[src/clss_pkg.sv]
// constants and types shared by both ends of the line scan link
// assumes a single 40 MHz system clock on both ends
`default_nettype none

package clss_pkg;
	// ------------------------------------------------------------------
	// timing
	// ------------------------------------------------------------------
	localparam int CLK_PERIOD_NS = 25;
	localparam int SHIFT_PERIOD_NS = 800;
	localparam int MAX_PIXEL_PERIOD_NS = 2000;
	localparam int SHIFT_HALF_CYC = SHIFT_PERIOD_NS / (2 * CLK_PERIOD_NS);
	localparam int HALF_MAX_CYC = MAX_PIXEL_PERIOD_NS / CLK_PERIOD_NS;
	// ------------------------------------------------------------------
	// scan geometry, in shift cycles and pixels
	// ------------------------------------------------------------------
	localparam int INIT_CYC = 55;
	localparam int PIX_HI = 688;
	localparam int PIX_LO = 344;
	localparam int EOS_HI = 668;
	localparam int EOS_LO = 324;
	localparam int CHAIN_LEAD_CYC = (PIX_HI - EOS_HI) / 2;
	localparam int IDX_W = 10;
	localparam int CYC_W = 6;
	localparam int LINE_W = 16;
	localparam int FIFO_DEPTH = 8;
	// ------------------------------------------------------------------
	// pin vector positions inside the sensor synchroniser
	// ------------------------------------------------------------------
	localparam int PIN_SCLK = 0;
	localparam int PIN_START = 1;
	localparam int PIN_RES = 2;
	localparam int PIN_FIRST = 3;
	localparam int PIN_CHAIN = 4;
	localparam int PIN_N = 5;
	// ------------------------------------------------------------------
	// sensor sequencer states
	// ------------------------------------------------------------------
	typedef enum logic [4:0] {
		CLSS_IDLE = 5'b00001,
		CLSS_INIT = 5'b00010,
		CLSS_WAIT = 5'b00100,
		CLSS_LEAD = 5'b01000,
		CLSS_SCAN = 5'b10000
	} clss_state_e;
endpackage : clss_pkg

`default_nettype wire

[src/clss_link_if.sv]
// pins between the scan controller and one line scan sensor
// assumes the bench ties both ends together and no pin is tristated
`default_nettype none

interface clss_link_if #(
	parameter int DATA_W = 8
);
	import clss_pkg::*;
	logic shift_clk;
	logic global_scan_start;
	logic resolution_select_strap;
	logic first_in_chain_strap;
	logic [DATA_W:0] video;
	logic video_active;
	logic [IDX_W-1:0] video_index;
	logic end_of_scan;

	modport sensor (
		input shift_clk,
		input global_scan_start,
		input resolution_select_strap,
		input first_in_chain_strap,
		output video,
		output video_active,
		output video_index,
		output end_of_scan
	);

	modport ctrl (
		output shift_clk,
		output global_scan_start,
		output resolution_select_strap,
		output first_in_chain_strap,
		input video,
		input video_active,
		input video_index,
		input end_of_scan
	);
endinterface : clss_link_if

`default_nettype wire

[src/clss_sensor.sv]
// sensor end of the link: pixel fifo and scan sequencer
// assumes pins arrive asynchronously and the controller makes shift_clk
`default_nettype none

// ----------------------------------------------------------------------
// pixel fifo
// ----------------------------------------------------------------------
module clss_fifo
	import clss_pkg::*;
#(
	parameter int DATA_W = 8,
	parameter int DEPTH = FIFO_DEPTH
) (
	// clock and reset
	input wire logic clk_i,
	input wire logic rst_b_i,
	// filling side
	input wire logic in_valid_i,
	output logic in_ready_o,
	input wire logic [DATA_W-1:0] in_data_i,
	// draining side
	output logic out_valid_o,
	input wire logic out_ready_i,
	output logic [DATA_W-1:0] out_data_o
);
	localparam int AW = $clog2(DEPTH);
	logic [DATA_W-1:0] mem_r [DEPTH];
	logic [AW-1:0] wr_r;
	logic [AW-1:0] rd_r;
	logic [AW:0] cnt_r;
	wire push = in_valid_i && in_ready_o;
	wire pop = out_valid_o && out_ready_i;
	wire [AW-1:0] wr_inc = (wr_r == AW'(DEPTH - 1)) ? '0 : wr_r + 1'b1;
	wire [AW-1:0] rd_inc = (rd_r == AW'(DEPTH - 1)) ? '0 : rd_r + 1'b1;

	assign in_ready_o = (cnt_r != (AW + 1)'(DEPTH));
	assign out_valid_o = (cnt_r != '0);
	assign out_data_o = mem_r[rd_r];

	always_ff @(posedge clk_i) begin
		if (push) begin
			mem_r[wr_r] <= in_data_i;
		end
	end

	always_ff @(posedge clk_i) begin
		if (!rst_b_i) begin
			wr_r <= '0;
			rd_r <= '0;
			cnt_r <= '0;
		end else begin
			if (push) begin
				wr_r <= wr_inc;
			end
			if (pop) begin
				rd_r <= rd_inc;
			end
			if (push && !pop) begin
				cnt_r <= cnt_r + 1'b1;
			end else if (pop && !push) begin
				cnt_r <= cnt_r - 1'b1;
			end
		end
	end
endmodule : clss_fifo

// ----------------------------------------------------------------------
// sensor sequencer
// ----------------------------------------------------------------------
module clss_sensor
	import clss_pkg::*;
#(
	parameter int DATA_W = 8
) (
	// clock and reset
	input wire logic clk_i,
	input wire logic rst_b_i,
	// link pins
	clss_link_if.sensor lnk,
	// end of scan of the preceding sensor
	input wire logic chain_start_i,
	// photo values, one word per physical pixel
	input wire logic pix_valid_i,
	output logic pix_ready_o,
	input wire logic [DATA_W-1:0] pix_data_i,
	// amplifier power
	output logic amp_on_o
);
	clss_state_e state_r;
	clss_state_e state_nxt;
	logic [PIN_N-1:0] sync1_r;
	logic [PIN_N-1:0] sync2_r;
	logic sclk_d_r;
	logic edge_d_r;
	logic hi_r;
	logic [CYC_W-1:0] cyc_r;
	logic [IDX_W-1:0] pix_r;
	logic [DATA_W:0] acc_r;
	logic [1:0] got_r;
	logic [DATA_W:0] video_r;
	logic active_r;
	logic [IDX_W-1:0] index_r;
	logic eos_r;
	logic amp_r;
	logic [DATA_W-1:0] f_data;
	logic f_valid;

	// ------------------------------------------------------------------
	// pin synchroniser and shift clock edges
	// ------------------------------------------------------------------
	wire [PIN_N-1:0] pins = {chain_start_i, lnk.first_in_chain_strap,
		lnk.resolution_select_strap, lnk.global_scan_start, lnk.shift_clk};
	wire sclk_s = sync2_r[PIN_SCLK];
	wire start_s = sync2_r[PIN_START];
	wire res_s = sync2_r[PIN_RES];
	wire first_s = sync2_r[PIN_FIRST];
	wire chain_s = sync2_r[PIN_CHAIN] && !first_s;
	wire fall = sclk_d_r && !sclk_s;
	wire rise = !sclk_d_r && sclk_s;

	always_ff @(posedge clk_i) begin
		if (!rst_b_i) begin
			sync1_r <= '0;
			sync2_r <= '0;
			sclk_d_r <= 1'b0;
			edge_d_r <= 1'b0;
		end else begin
			sync1_r <= pins;
			sync2_r <= sync1_r;
			sclk_d_r <= sclk_s;
			edge_d_r <= fall || rise;
		end
	end

	// ------------------------------------------------------------------
	// mode selected decode
	// ------------------------------------------------------------------
	wire [IDX_W-1:0] last_pix = hi_r ? IDX_W'(PIX_HI)
		: IDX_W'(PIX_LO);
	wire [IDX_W-1:0] eos_pix = hi_r ? IDX_W'(EOS_HI)
		: IDX_W'(EOS_LO);
	wire [1:0] need = hi_r ? 2'd1 : 2'd2;
	wire init_done = (cyc_r == CYC_W'(INIT_CYC));
	wire lead_done = (cyc_r == CYC_W'(CHAIN_LEAD_CYC));
	wire scan_end = (pix_r == last_pix);
	wire in_scan = (state_r == CLSS_SCAN);

	// ------------------------------------------------------------------
	// sequencer, state stepped only by shift clock falling edges, pixel count by both edges
	// ------------------------------------------------------------------
	always_comb begin
		state_nxt = state_r;
		if (fall) begin
			if (start_s) begin
				state_nxt = CLSS_INIT;
			end else begin
				unique case (state_r)
					CLSS_IDLE: begin
						state_nxt = CLSS_IDLE;
					end
					CLSS_INIT: begin
						if (init_done) begin
							state_nxt = first_s ? CLSS_SCAN : CLSS_WAIT;
						end
					end
					CLSS_WAIT: begin
						if (chain_s) begin
							state_nxt = CLSS_LEAD;
						end
					end
					CLSS_LEAD: begin
						if (lead_done) begin
							state_nxt = CLSS_SCAN;
						end
					end
					CLSS_SCAN: begin
						if (scan_end) begin
							state_nxt = CLSS_IDLE;
						end
					end
				endcase
			end
		end
	end

	always_ff @(posedge clk_i) begin
		if (!rst_b_i) begin
			state_r <= CLSS_IDLE;
			hi_r <= 1'b0;
			cyc_r <= '0;
			pix_r <= '0;
		end else begin
			state_r <= state_nxt;
			if (fall && start_s) begin
				hi_r <= res_s;
			end
			if (state_nxt != state_r || (fall && start_s)) begin
				cyc_r <= CYC_W'(1);
				pix_r <= IDX_W'(1);
			end else if (fall && !in_scan) begin
				cyc_r <= cyc_r + 1'b1;
			end else if (in_scan && (fall || rise)) begin
				pix_r <= pix_r + 1'b1;
			end
		end
	end

	// ------------------------------------------------------------------
	// pixel fetch and merge
	// ------------------------------------------------------------------
	wire consume = edge_d_r && in_scan;
	// no fetch past the last slot, so no photo word is lost between lines
	wire fetch = (state_r != CLSS_IDLE) && (got_r != need) && !consume
		&& !(in_scan && scan_end);
	wire popped = fetch && f_valid;

	clss_fifo #(
		.DATA_W(DATA_W),
		.DEPTH(FIFO_DEPTH)
	) u_fifo (
		.clk_i(clk_i),
		.rst_b_i(rst_b_i),
		.in_valid_i(pix_valid_i),
		.in_ready_o(pix_ready_o),
		.in_data_i(pix_data_i),
		.out_valid_o(f_valid),
		.out_ready_i(fetch),
		.out_data_o(f_data)
	);

	always_ff @(posedge clk_i) begin
		if (!rst_b_i) begin
			acc_r <= '0;
			got_r <= '0;
		end else if (state_r == CLSS_IDLE || consume) begin
			acc_r <= '0;
			got_r <= '0;
		end else if (popped) begin
			acc_r <= acc_r + {1'b0, f_data};
			got_r <= got_r + 1'b1;
		end
	end

	// ------------------------------------------------------------------
	// slot outputs
	// ------------------------------------------------------------------
	wire eos_hit = in_scan && (pix_r + 1'b1 >= eos_pix) && (pix_r <= eos_pix);

	always_ff @(posedge clk_i) begin
		if (!rst_b_i) begin
			video_r <= '0;
			active_r <= 1'b0;
			index_r <= '0;
			eos_r <= 1'b0;
			amp_r <= 1'b0;
		end else begin
			amp_r <= in_scan;
			if (edge_d_r) begin
				active_r <= in_scan;
				index_r <= in_scan ? pix_r : '0;
				video_r <= (consume && got_r == need) ? acc_r : '0;
				eos_r <= eos_hit;
			end
		end
	end

	assign lnk.video = video_r;
	assign lnk.video_active = active_r;
	assign lnk.video_index = index_r;
	assign lnk.end_of_scan = eos_r;
	assign amp_on_o = amp_r;
endmodule : clss_sensor

`default_nettype wire

[src/flat_wrapper.sv]
// flat-port wrapper written by rule: the top's interface ports become plain ports
module clss_sensor_flat import clss_pkg::*;
#(
	parameter int DATA_W = 8
)
  (clk_i, rst_b_i, chain_start_i, pix_valid_i, pix_ready_o, pix_data_i, amp_on_o, lnk_shift_clk, lnk_global_scan_start, lnk_resolution_select_strap, lnk_first_in_chain_strap, lnk_video, lnk_video_active, lnk_video_index, lnk_end_of_scan);
  clss_link_if #(.DATA_W(DATA_W)) lnk_i ();
  input wire logic clk_i;
  input wire logic rst_b_i;
  input wire logic chain_start_i;
  input wire logic pix_valid_i;
  output logic pix_ready_o;
  input wire logic [DATA_W-1:0] pix_data_i;
  output logic amp_on_o;
  input wire logic [$bits(lnk_i.shift_clk)-1:0] lnk_shift_clk;
  input wire logic [$bits(lnk_i.global_scan_start)-1:0] lnk_global_scan_start;
  input wire logic [$bits(lnk_i.resolution_select_strap)-1:0] lnk_resolution_select_strap;
  input wire logic [$bits(lnk_i.first_in_chain_strap)-1:0] lnk_first_in_chain_strap;
  output wire logic [$bits(lnk_i.video)-1:0] lnk_video;
  output wire logic [$bits(lnk_i.video_active)-1:0] lnk_video_active;
  output wire logic [$bits(lnk_i.video_index)-1:0] lnk_video_index;
  output wire logic [$bits(lnk_i.end_of_scan)-1:0] lnk_end_of_scan;
  assign lnk_i.shift_clk = lnk_shift_clk;
  assign lnk_i.global_scan_start = lnk_global_scan_start;
  assign lnk_i.resolution_select_strap = lnk_resolution_select_strap;
  assign lnk_i.first_in_chain_strap = lnk_first_in_chain_strap;
  assign lnk_video = lnk_i.video;
  assign lnk_video_active = lnk_i.video_active;
  assign lnk_video_index = lnk_i.video_index;
  assign lnk_end_of_scan = lnk_i.end_of_scan;
  clss_sensor #(.DATA_W(DATA_W)) u_core (.clk_i(clk_i), .rst_b_i(rst_b_i), .lnk(lnk_i), .chain_start_i(chain_start_i), .pix_valid_i(pix_valid_i), .pix_ready_o(pix_ready_o), .pix_data_i(pix_data_i), .amp_on_o(amp_on_o));
endmodule
[config.mk]
export PLATFORM = sky130hd
export DESIGN_NAME = clss_sensor_flat
export DESIGN_NICKNAME = d
export VERILOG_FILES = /design/src/clss_pkg.sv /design/src/clss_link_if.sv /design/src/clss_sensor.sv /design/src/flat_wrapper.sv
export SDC_FILE = /design/constraint.sdc
export NUM_CORES = 1
export LEC_CHECK = 0
export BUFFER_PORTS_ARGS = -buffer_cell sky130_fd_sc_hd__buf_2
export CELL_PAD_IN_SITES_DETAIL_PLACEMENT = 1
export CELL_PAD_IN_SITES_GLOBAL_PLACEMENT = 1
export CORE_MARGIN = 2
export CORE_UTILIZATION = 45
export DETAILED_ROUTE_END_ITERATION = 8
export HOLD_SLACK_MARGIN = 0.15
export PLACE_DENSITY_LB_ADDON = 0.05
export SETUP_SLACK_MARGIN = 0.4
export SYNTH_ARGS = -nofsm -noshare
export SYNTH_HDL_FRONTEND = slang
export SYNTH_SLANG_ARGS = --single-unit
[constraint.sdc]
create_clock -name clk_i -period 8.25 [get_ports clk_i]
set_input_delay 2.475 -clock clk_i [delete_from_list [all_inputs] [get_ports clk_i]]
set_output_delay 2.475 -clock clk_i [all_outputs]
set_load 0.03 [all_outputs]
==> impl_metrics.toml, run 1 <==
[outcome]
status = "complete, no violations"

[timing]
skew_ns = 0.00734
tightest_slew_ns = 1.31
worst_slack_ns = 3.75
finalSetupViolCount = 0
post-route-period-util_pct = 54.5
hold_viol = 0
fmax_ghz = 0.222
timing.final.crit_period_ns = 4.50
timing.slew.headroom_pct = 12.2
drv_slew = 0
rsz0062_at_grt = "no"
setup_tns_ns = 0

[synth]
synth-seq-cells = 144
synth_compound_area_share_pct = 9.39
synth_area_per_cell_um2 = 11.7
syn_area_um2 = 6680
syn-num-nets = 621
synth_top_family_by_area = "simple AND/OR/NAND/NOR gates"
syn_inst = 571
synth-simple-area-share_pct = 15.6
synth-main-ff-cell = "dfxtp_1"
synth_xor_area_share_pct = 4.33
synthAdderAreaFrac_pct = 6.59
ys_warn_count = 0
synthDistinctLibCells = 58
muxShareOfSynthArea_pct = 8.22
ys_seq_area_share_pct = 52.8
synth-edff-count = 64
synth-async-reset-ratio_pct = 0

[critical_path]
crit_required_ns = 8.61
timing_worst_setup_path_type = "flop to flop"
critical_path.cell_chain = "inv_1 > ha_1 > or3b_2 > nor4_1 > a211o_1 > ha_1 > inv_1 > ha_1 > a21o_1 > a21oi_1 > xnor2_1 > or3_1 > a21boi_0"
critical_path_arrival_ns = 4.85
cpPeakStageDelay_ns = 0.69
crit_path_max_fanout = 10
critPathCaptureType = "flop"
crit_top_cell = "ha_1"
cp_slowest_cell = "nor4_1"
cp-start-kind = "flop"

[pwr]
p_per_area_nw_per_um2 = 240
vdd_drop_max_mv = 0.179
p_leak_nw = 2.83

[min_path]
min_path_type = "flop to flop"

[drt]
final_antenna_net_count = 0
drc_errors = 0
drt_iter0_markers = 346
avgRoutedWirePerCell_um = 18.1
routed_via_density = 5.58
vias = 4453
drt_wl_total_mm = 14.4
dr.pass1.iters = 4

[clocking]
cts_setup_buffers = 0
clock_path_buffers = 2
cts_root_buf = "clkbuf_16"
clk_pin_slew_ns = 0.06
worst_skew_pair.late_latency_ns = 0.43
cts.sinks = 144
ctsResizeCount = 0
cts_tree = "built"
htree_levels = 4
cts_made_buffers = 17
cts_hold_repair.buffers = 0

[finish]
areaGrowthSynthToFinish_pct = 13.8
nFillCells = 1542
diodes = 0
nets = 651
multi_input_area_um2 = 2950
final_common_cell = "dfxtp_1"
post-route-util_pct = 52.3
drive_above_1_share_pct = 18.7
final_area_um2 = 7600
regArea_um2 = 3520
layout_common_cells = "dfxtp_1 (80), edfxtp_1 (64), buf_2 (38)"

[flow_run]
max_cap_viol_count = 0

[grt]
grt_max_degree = 55
grt_pass1_wl_mm = 24.6
grt_pass1_vias = 4775
grt.overflow.total = 0
antenna_found_initial = 0
track_usage_pct = 19.8

[placed_design]
hpwl_mm = 9.88
port_buffers = 38
place_area_um2 = 6990
gp_congestion = 0.821
dp_worst_setup_slack_ns = 3.68

[die]
io_pins = 39
rows = 44
core_um2 = 14500
die_h_um = 126
fp.dieW_um = 126
start_util_pct = 46.0
fp.dieArea_um2 = 15800
cells in the mapped netlist (3+ instances only):
library cell / count / area [um^2]
nor3_1: 7 / 35.0
a21o_1: 5 / 37.5
nand2_1: 37 / 139
nand2b_1: 5 / 31.3
nor2_1: 25 / 93.8
clkbuf_1: 21 / 78.8
inv_1: 17 / 63.8
a211o_1: 4 / 35.0
mux2_2: 7 / 78.8
a21boi_0: 16 / 120
and2_1: 18 / 113
mux2i_1: 11 / 110
dfxtp_1: 80 / 1600
xnor2_1: 15 / 131
and3_1: 4 / 25.0
buf_2: 7 / 35.0
edfxtp_1: 64 / 1920
a22oi_1: 9 / 67.6
nor2_2: 10 / 62.6
nor3b_1: 3 / 22.5
o21ai_0: 11 / 55.1
nor4b_1: 4 / 35.0
mux4_2: 16 / 360
nand4_1: 7 / 43.8
or3_1: 6 / 37.5
a21oi_1: 17 / 85.1
ha_1: 32 / 400
o211ai_1: 4 / 30.0
nand3_1: 22 / 110
o21a_1: 5 / 37.5
nor2b_1: 23 / 144
xor2_1: 18 / 158
a211oi_1: 5 / 37.5
area by class of cell:
cell class                 instances  share of cell area (%)
timing repair buffer              43                    3.00
tap                              184                    3.03
clock buffer                      17                    5.60
clock inverter                    15                    2.42
multi-input combinational        378                    38.8
inverter                          17                   0.839
sequential                       144                    46.3
cell families after synthesis:
logic type	count (synthesis)
AO/OA/AOI/OAI	89
XOR/XNOR	33
flip-flops	144
AND/OR/NAND/NOR	188
buffers and inverters	49
adder cells (fa/ha/maj)	34
multiplexers	34
stage by stage:
| step | hold slack [ns] | power (W) | cells |
|---|---|---|---|
| final | 0.433 | 0.00182 | 798 |
| after global placement | 0.415 | 0.00103 | 766 |
| after floorplan | 0.412 | 0.000975 | 571 |
| after global routing | 0.446 | 0.00190 | 798 |
| after detailed placement | 0.422 | 0.00104 | 766 |
| after CTS | 0.437 | 0.00184 | 798 |
routing by layer:
| layer | share of wire, % | track usage (%) | wire [um] |
|---|---|---|---|
| met5 | 0 | 0 | 0 |
| met4 | 1.3 | 6.21 | 191 |
| met3 | 2.9 | 4.38 | 414 |
| met2 | 48 | 33.2 | 6970 |
| met1 | 48 | 25.8 | 6850 |
where the power goes:
group	total [W]	internal (W)	switching, W
clock network	0.000796	0.000461	0.000335
registers	0.000803	0.000778	0.0000258
logic	0.000222	0.0000962	0.000126
flip-flops by register name (all words and copies together) (netlist names), named ones only:
signal,cells
u_core.u_fifo.mem_r,64
u_core.lnk.video_index,10
u_core.pix_r,10
u_core.acc_r,9
u_core.lnk.video,9
u_core.cyc_r,6
u_core.state_r,5
u_core.sync1_r,5
u_core.sync2_r,5
u_core.u_fifo.cnt_r,4
u_core.u_fifo.rd_r,3
u_core.u_fifo.wr_r,3
u_core.got_r,2
u_core.amp_on_o,1
u_core.edge_d_r,1
u_core.hi_r,1
u_core.lnk.end_of_scan,1
u_core.lnk.video_active,1
u_core.sclk_d_r,1
final timing paths:
check             depth (start not counted)                                   to                          from  slack, ns
hold reg to reg                           1         u_core.sync2_r[0]$_SDFF_PN0_  u_core.sync1_r[0]$_SDFF_PN0_       0.43
hold / removal                            1         u_core.sync2_r[0]$_SDFF_PN0_  u_core.sync1_r[0]$_SDFF_PN0_       0.43
setup / recovery                         13  u_core.u_fifo.cnt_r[3]$_SDFFE_PN0P_      u_core.hi_r$_SDFFE_PN0P_       3.75
setup reg to reg                         13  u_core.u_fifo.cnt_r[3]$_SDFFE_PN0P_      u_core.hi_r$_SDFFE_PN0P_       3.75
worst max-delay path: cells and delay by family (launching register included):
kind / cells / cell delay, ns
flip-flops: 1 / 0.54
adder cells (fa/ha/maj): 3 / 0.94
AO/OA/AOI/OAI: 4 / 1.06
AND/OR/NAND/NOR: 3 / 1.43
buffers and inverters: 2 / 0.35
XOR/XNOR: 1 / 0.09
Power figures use the tool's default switching activity.
==> run 2, diff against run 1 <==
==> constraint.sdc (replaced) <==
create_clock -name clk_i -period 3.6 [get_ports clk_i]
set_input_delay 1.08 -clock clk_i [delete_from_list [all_inputs] [get_ports clk_i]]
set_output_delay 1.08 -clock clk_i [all_outputs]
set_load 0.03 [all_outputs]
==> impl_metrics.toml, run 2 (synthesis gave the netlist of run 1 again) <==
[outcome]
status = "complete, no violations"

[critical_path]
reg2reg_to = "u_core.u_fifo.cnt_r[3]$_SDFFE_PN0P_"
crit_buf_inv = 2
reg2reg_depth = 13
crit_path_max_fanout = 8
timing.rr.start = "u_core.hi_r$_SDFFE_PN0P_"
critical_path_arrival_ns = 3.43
path_delay_family = "simple AND/OR/NAND/NOR gates"
critPathCaptureType = "flop"
r2r_slack_ns = 0.52
critical_path.cell_chain = "inv_4 > ha_4 > or3b_4 > nor4_4 > a211o_1 > ha_2 > inv_1 > ha_1 > a21o_1 > a21oi_2 > xnor2_1 > or3_1 > a21boi_1"
crit_required_ns = 3.95
cp_slowest_cell = "or3b_4"
cpPeakStageDelay_ns = 0.38
cp-start-kind = "flop"
timing_worst_setup_path_type = "flop to flop"

[drt]
vias = 4491
dr.pass1.iters = 4
final_antenna_net_count = 0
drt_iter0_markers = 187
avgRoutedWirePerCell_um = 18.5
routed_via_density = 5.53
drt_wl_total_mm = 15.1
drc_errors = 0

[min_path]
holdPathEnd = "u_core.sync2_r[4]$_SDFF_PN0_"
min_from = "u_core.sync1_r[4]$_SDFF_PN0_"
min_path_type = "flop to flop"
hold-path-cell-count = 1

[finish]
drive_above_1_share_pct = 21.5
layout_common_cells = "dfxtp_1 (77), edfxtp_1 (64), buf_2 (38)"
areaGrowthSynthToFinish_pct = 15.2
largest_reg_flops = 64
diodes = 0
final_common_cell = "dfxtp_1"
nets = 665
top_register = "u_core.u_fifo.mem_r"

[die]
die_h_um = 126
core_um2 = 14500
io_pins = 39
fp.dieArea_um2 = 15800
rows = 44
fp.dieW_um = 126
start_util_pct = 46.0

[timing]
post-route-period-util_pct = 85.5
tightest_slew_ns = 0.752
setup_tns_ns = 0
worst_slack_ns = 0.524
finalSetupViolCount = 0
hold_viol = 0
skew_ns = 0.00799
fmax_ghz = 0.325
timing.slew.headroom_pct = 49.8
timing.final.crit_period_ns = 3.08
drv_slew = 0
rsz0062_at_grt = "yes"

[grt]
grt_pass1_vias = 4721
antenna_found_initial = 0
grt_use_met3_pct = 3.87
top_usage_layer = "met2"
grt_pass1_wl_mm = 25.2
grt.overflow.total = 0
use_met2_pct = 32.9
track_usage_pct = 20.3
grt_use_met1_pct = 27.1
grt_max_degree = 36

[clocking]
cts.sinks = 144
cts_tree = "built"
clock_path_buffers = 2
htree_levels = 4
cts_made_buffers = 17
cts_root_buf = "clkbuf_16"
clk_pin_slew_ns = 0.06
worst_skew_pair.late_latency_ns = 0.43

[pwr]
p_per_area_nw_per_um2 = 520
vdd_drop_max_mv = 0.322
p_leak_nw = 2.87

[flow_run]
max_cap_viol_count = 0

[placed_design]
dp_worst_setup_slack_ns = 0.265
port_buffers = 38
gp_congestion = 0.836
hpwl_mm = 10.3
-- run 2: worst max-delay path by stage --
stage | from | to | slack, ns | cells after the start
after floorplan | u_core.hi_r$_SDFFE_PN0P_ | u_core.u_fifo.cnt_r[3]$_SDFFE_PN0P_ | 0.27 | 14
final | u_core.hi_r$_SDFFE_PN0P_ | u_core.u_fifo.cnt_r[3]$_SDFFE_PN0P_ | 0.52 | 13
after CTS | u_core.pix_r[3]$_SDFFE_PP0P_ | u_core.u_fifo.cnt_r[3]$_SDFFE_PN0P_ | 0.41 | 12
after detailed placement | u_core.hi_r$_SDFFE_PN0P_ | u_core.u_fifo.cnt_r[3]$_SDFFE_PN0P_ | 0.27 | 13
after global placement | u_core.hi_r$_SDFFE_PN0P_ | u_core.u_fifo.cnt_r[3]$_SDFFE_PN0P_ | 0.42 | 13
after global routing | u_core.hi_r$_SDFFE_PN0P_ | u_core.u_fifo.cnt_r[3]$_SDFFE_PN0P_ | 0.38 | 13
-- run 2: layer usage --
| metal | routed length, um | part of all wire [%] | vias up |
|---|---|---|---|
| met2 | 7090 | 47 | 69 |
| met4 | 388 | 2.6 | 0 |
| met3 | 418 | 2.8 | 28 |
| met5 | 0 | 0 | - |
| met1 | 7160 | 48 | 2217 |
| li1 | - | - | 2177 |
-- run 2: final cells by class --
type / count / area (um^2)
fill: 1535 / 6840
sequential: 144 / 3530
multi-input combinational: 378 / 2990
clock buffer: 19 / 433
timing repair buffer: 57 / 337
tap: 184 / 230
clock inverter: 13 / 108
inverter: 17 / 66.3
-- run 2: per-stage QoR --
stage | cells | hold WS (ns) | instance area (um^2) | utilization, % | total power, W
2_1_floorplan | 571 | 0.412 | 6700 | - | 0.00223
3_3_place_gp | 779 | 0.419 | 7110 | 48.9 | 0.00238
3_5_place_dp | 779 | 0.423 | 7110 | 48.9 | 0.00240
4_1_cts | 812 | 0.437 | 7670 | 52.8 | 0.00404
5_1_grt | 812 | 0.447 | 7690 | 52.9 | 0.00418
6_report | 812 | 0.433 | 7690 | 52.9 | 0.00400
-- run 2: repair_timing --
item                                    4_1_cts  5_1_grt
pin swaps                                     3        1
resized for setup                             4        8
hold buffers                                  0        0
endpoints found under the setup margin        1        3
buffers inserted                              1        0
-- run 2: power breakdown --
part | leakage, nW | switching, W | internal, W | total (W)
Clock | 0.255 | 0.000727 | 0.000894 | 0.00162
Sequential | 1.23 | 0.0000528 | 0.00178 | 0.00184
Combinational | 1.39 | 0.000310 | 0.000231 | 0.000541
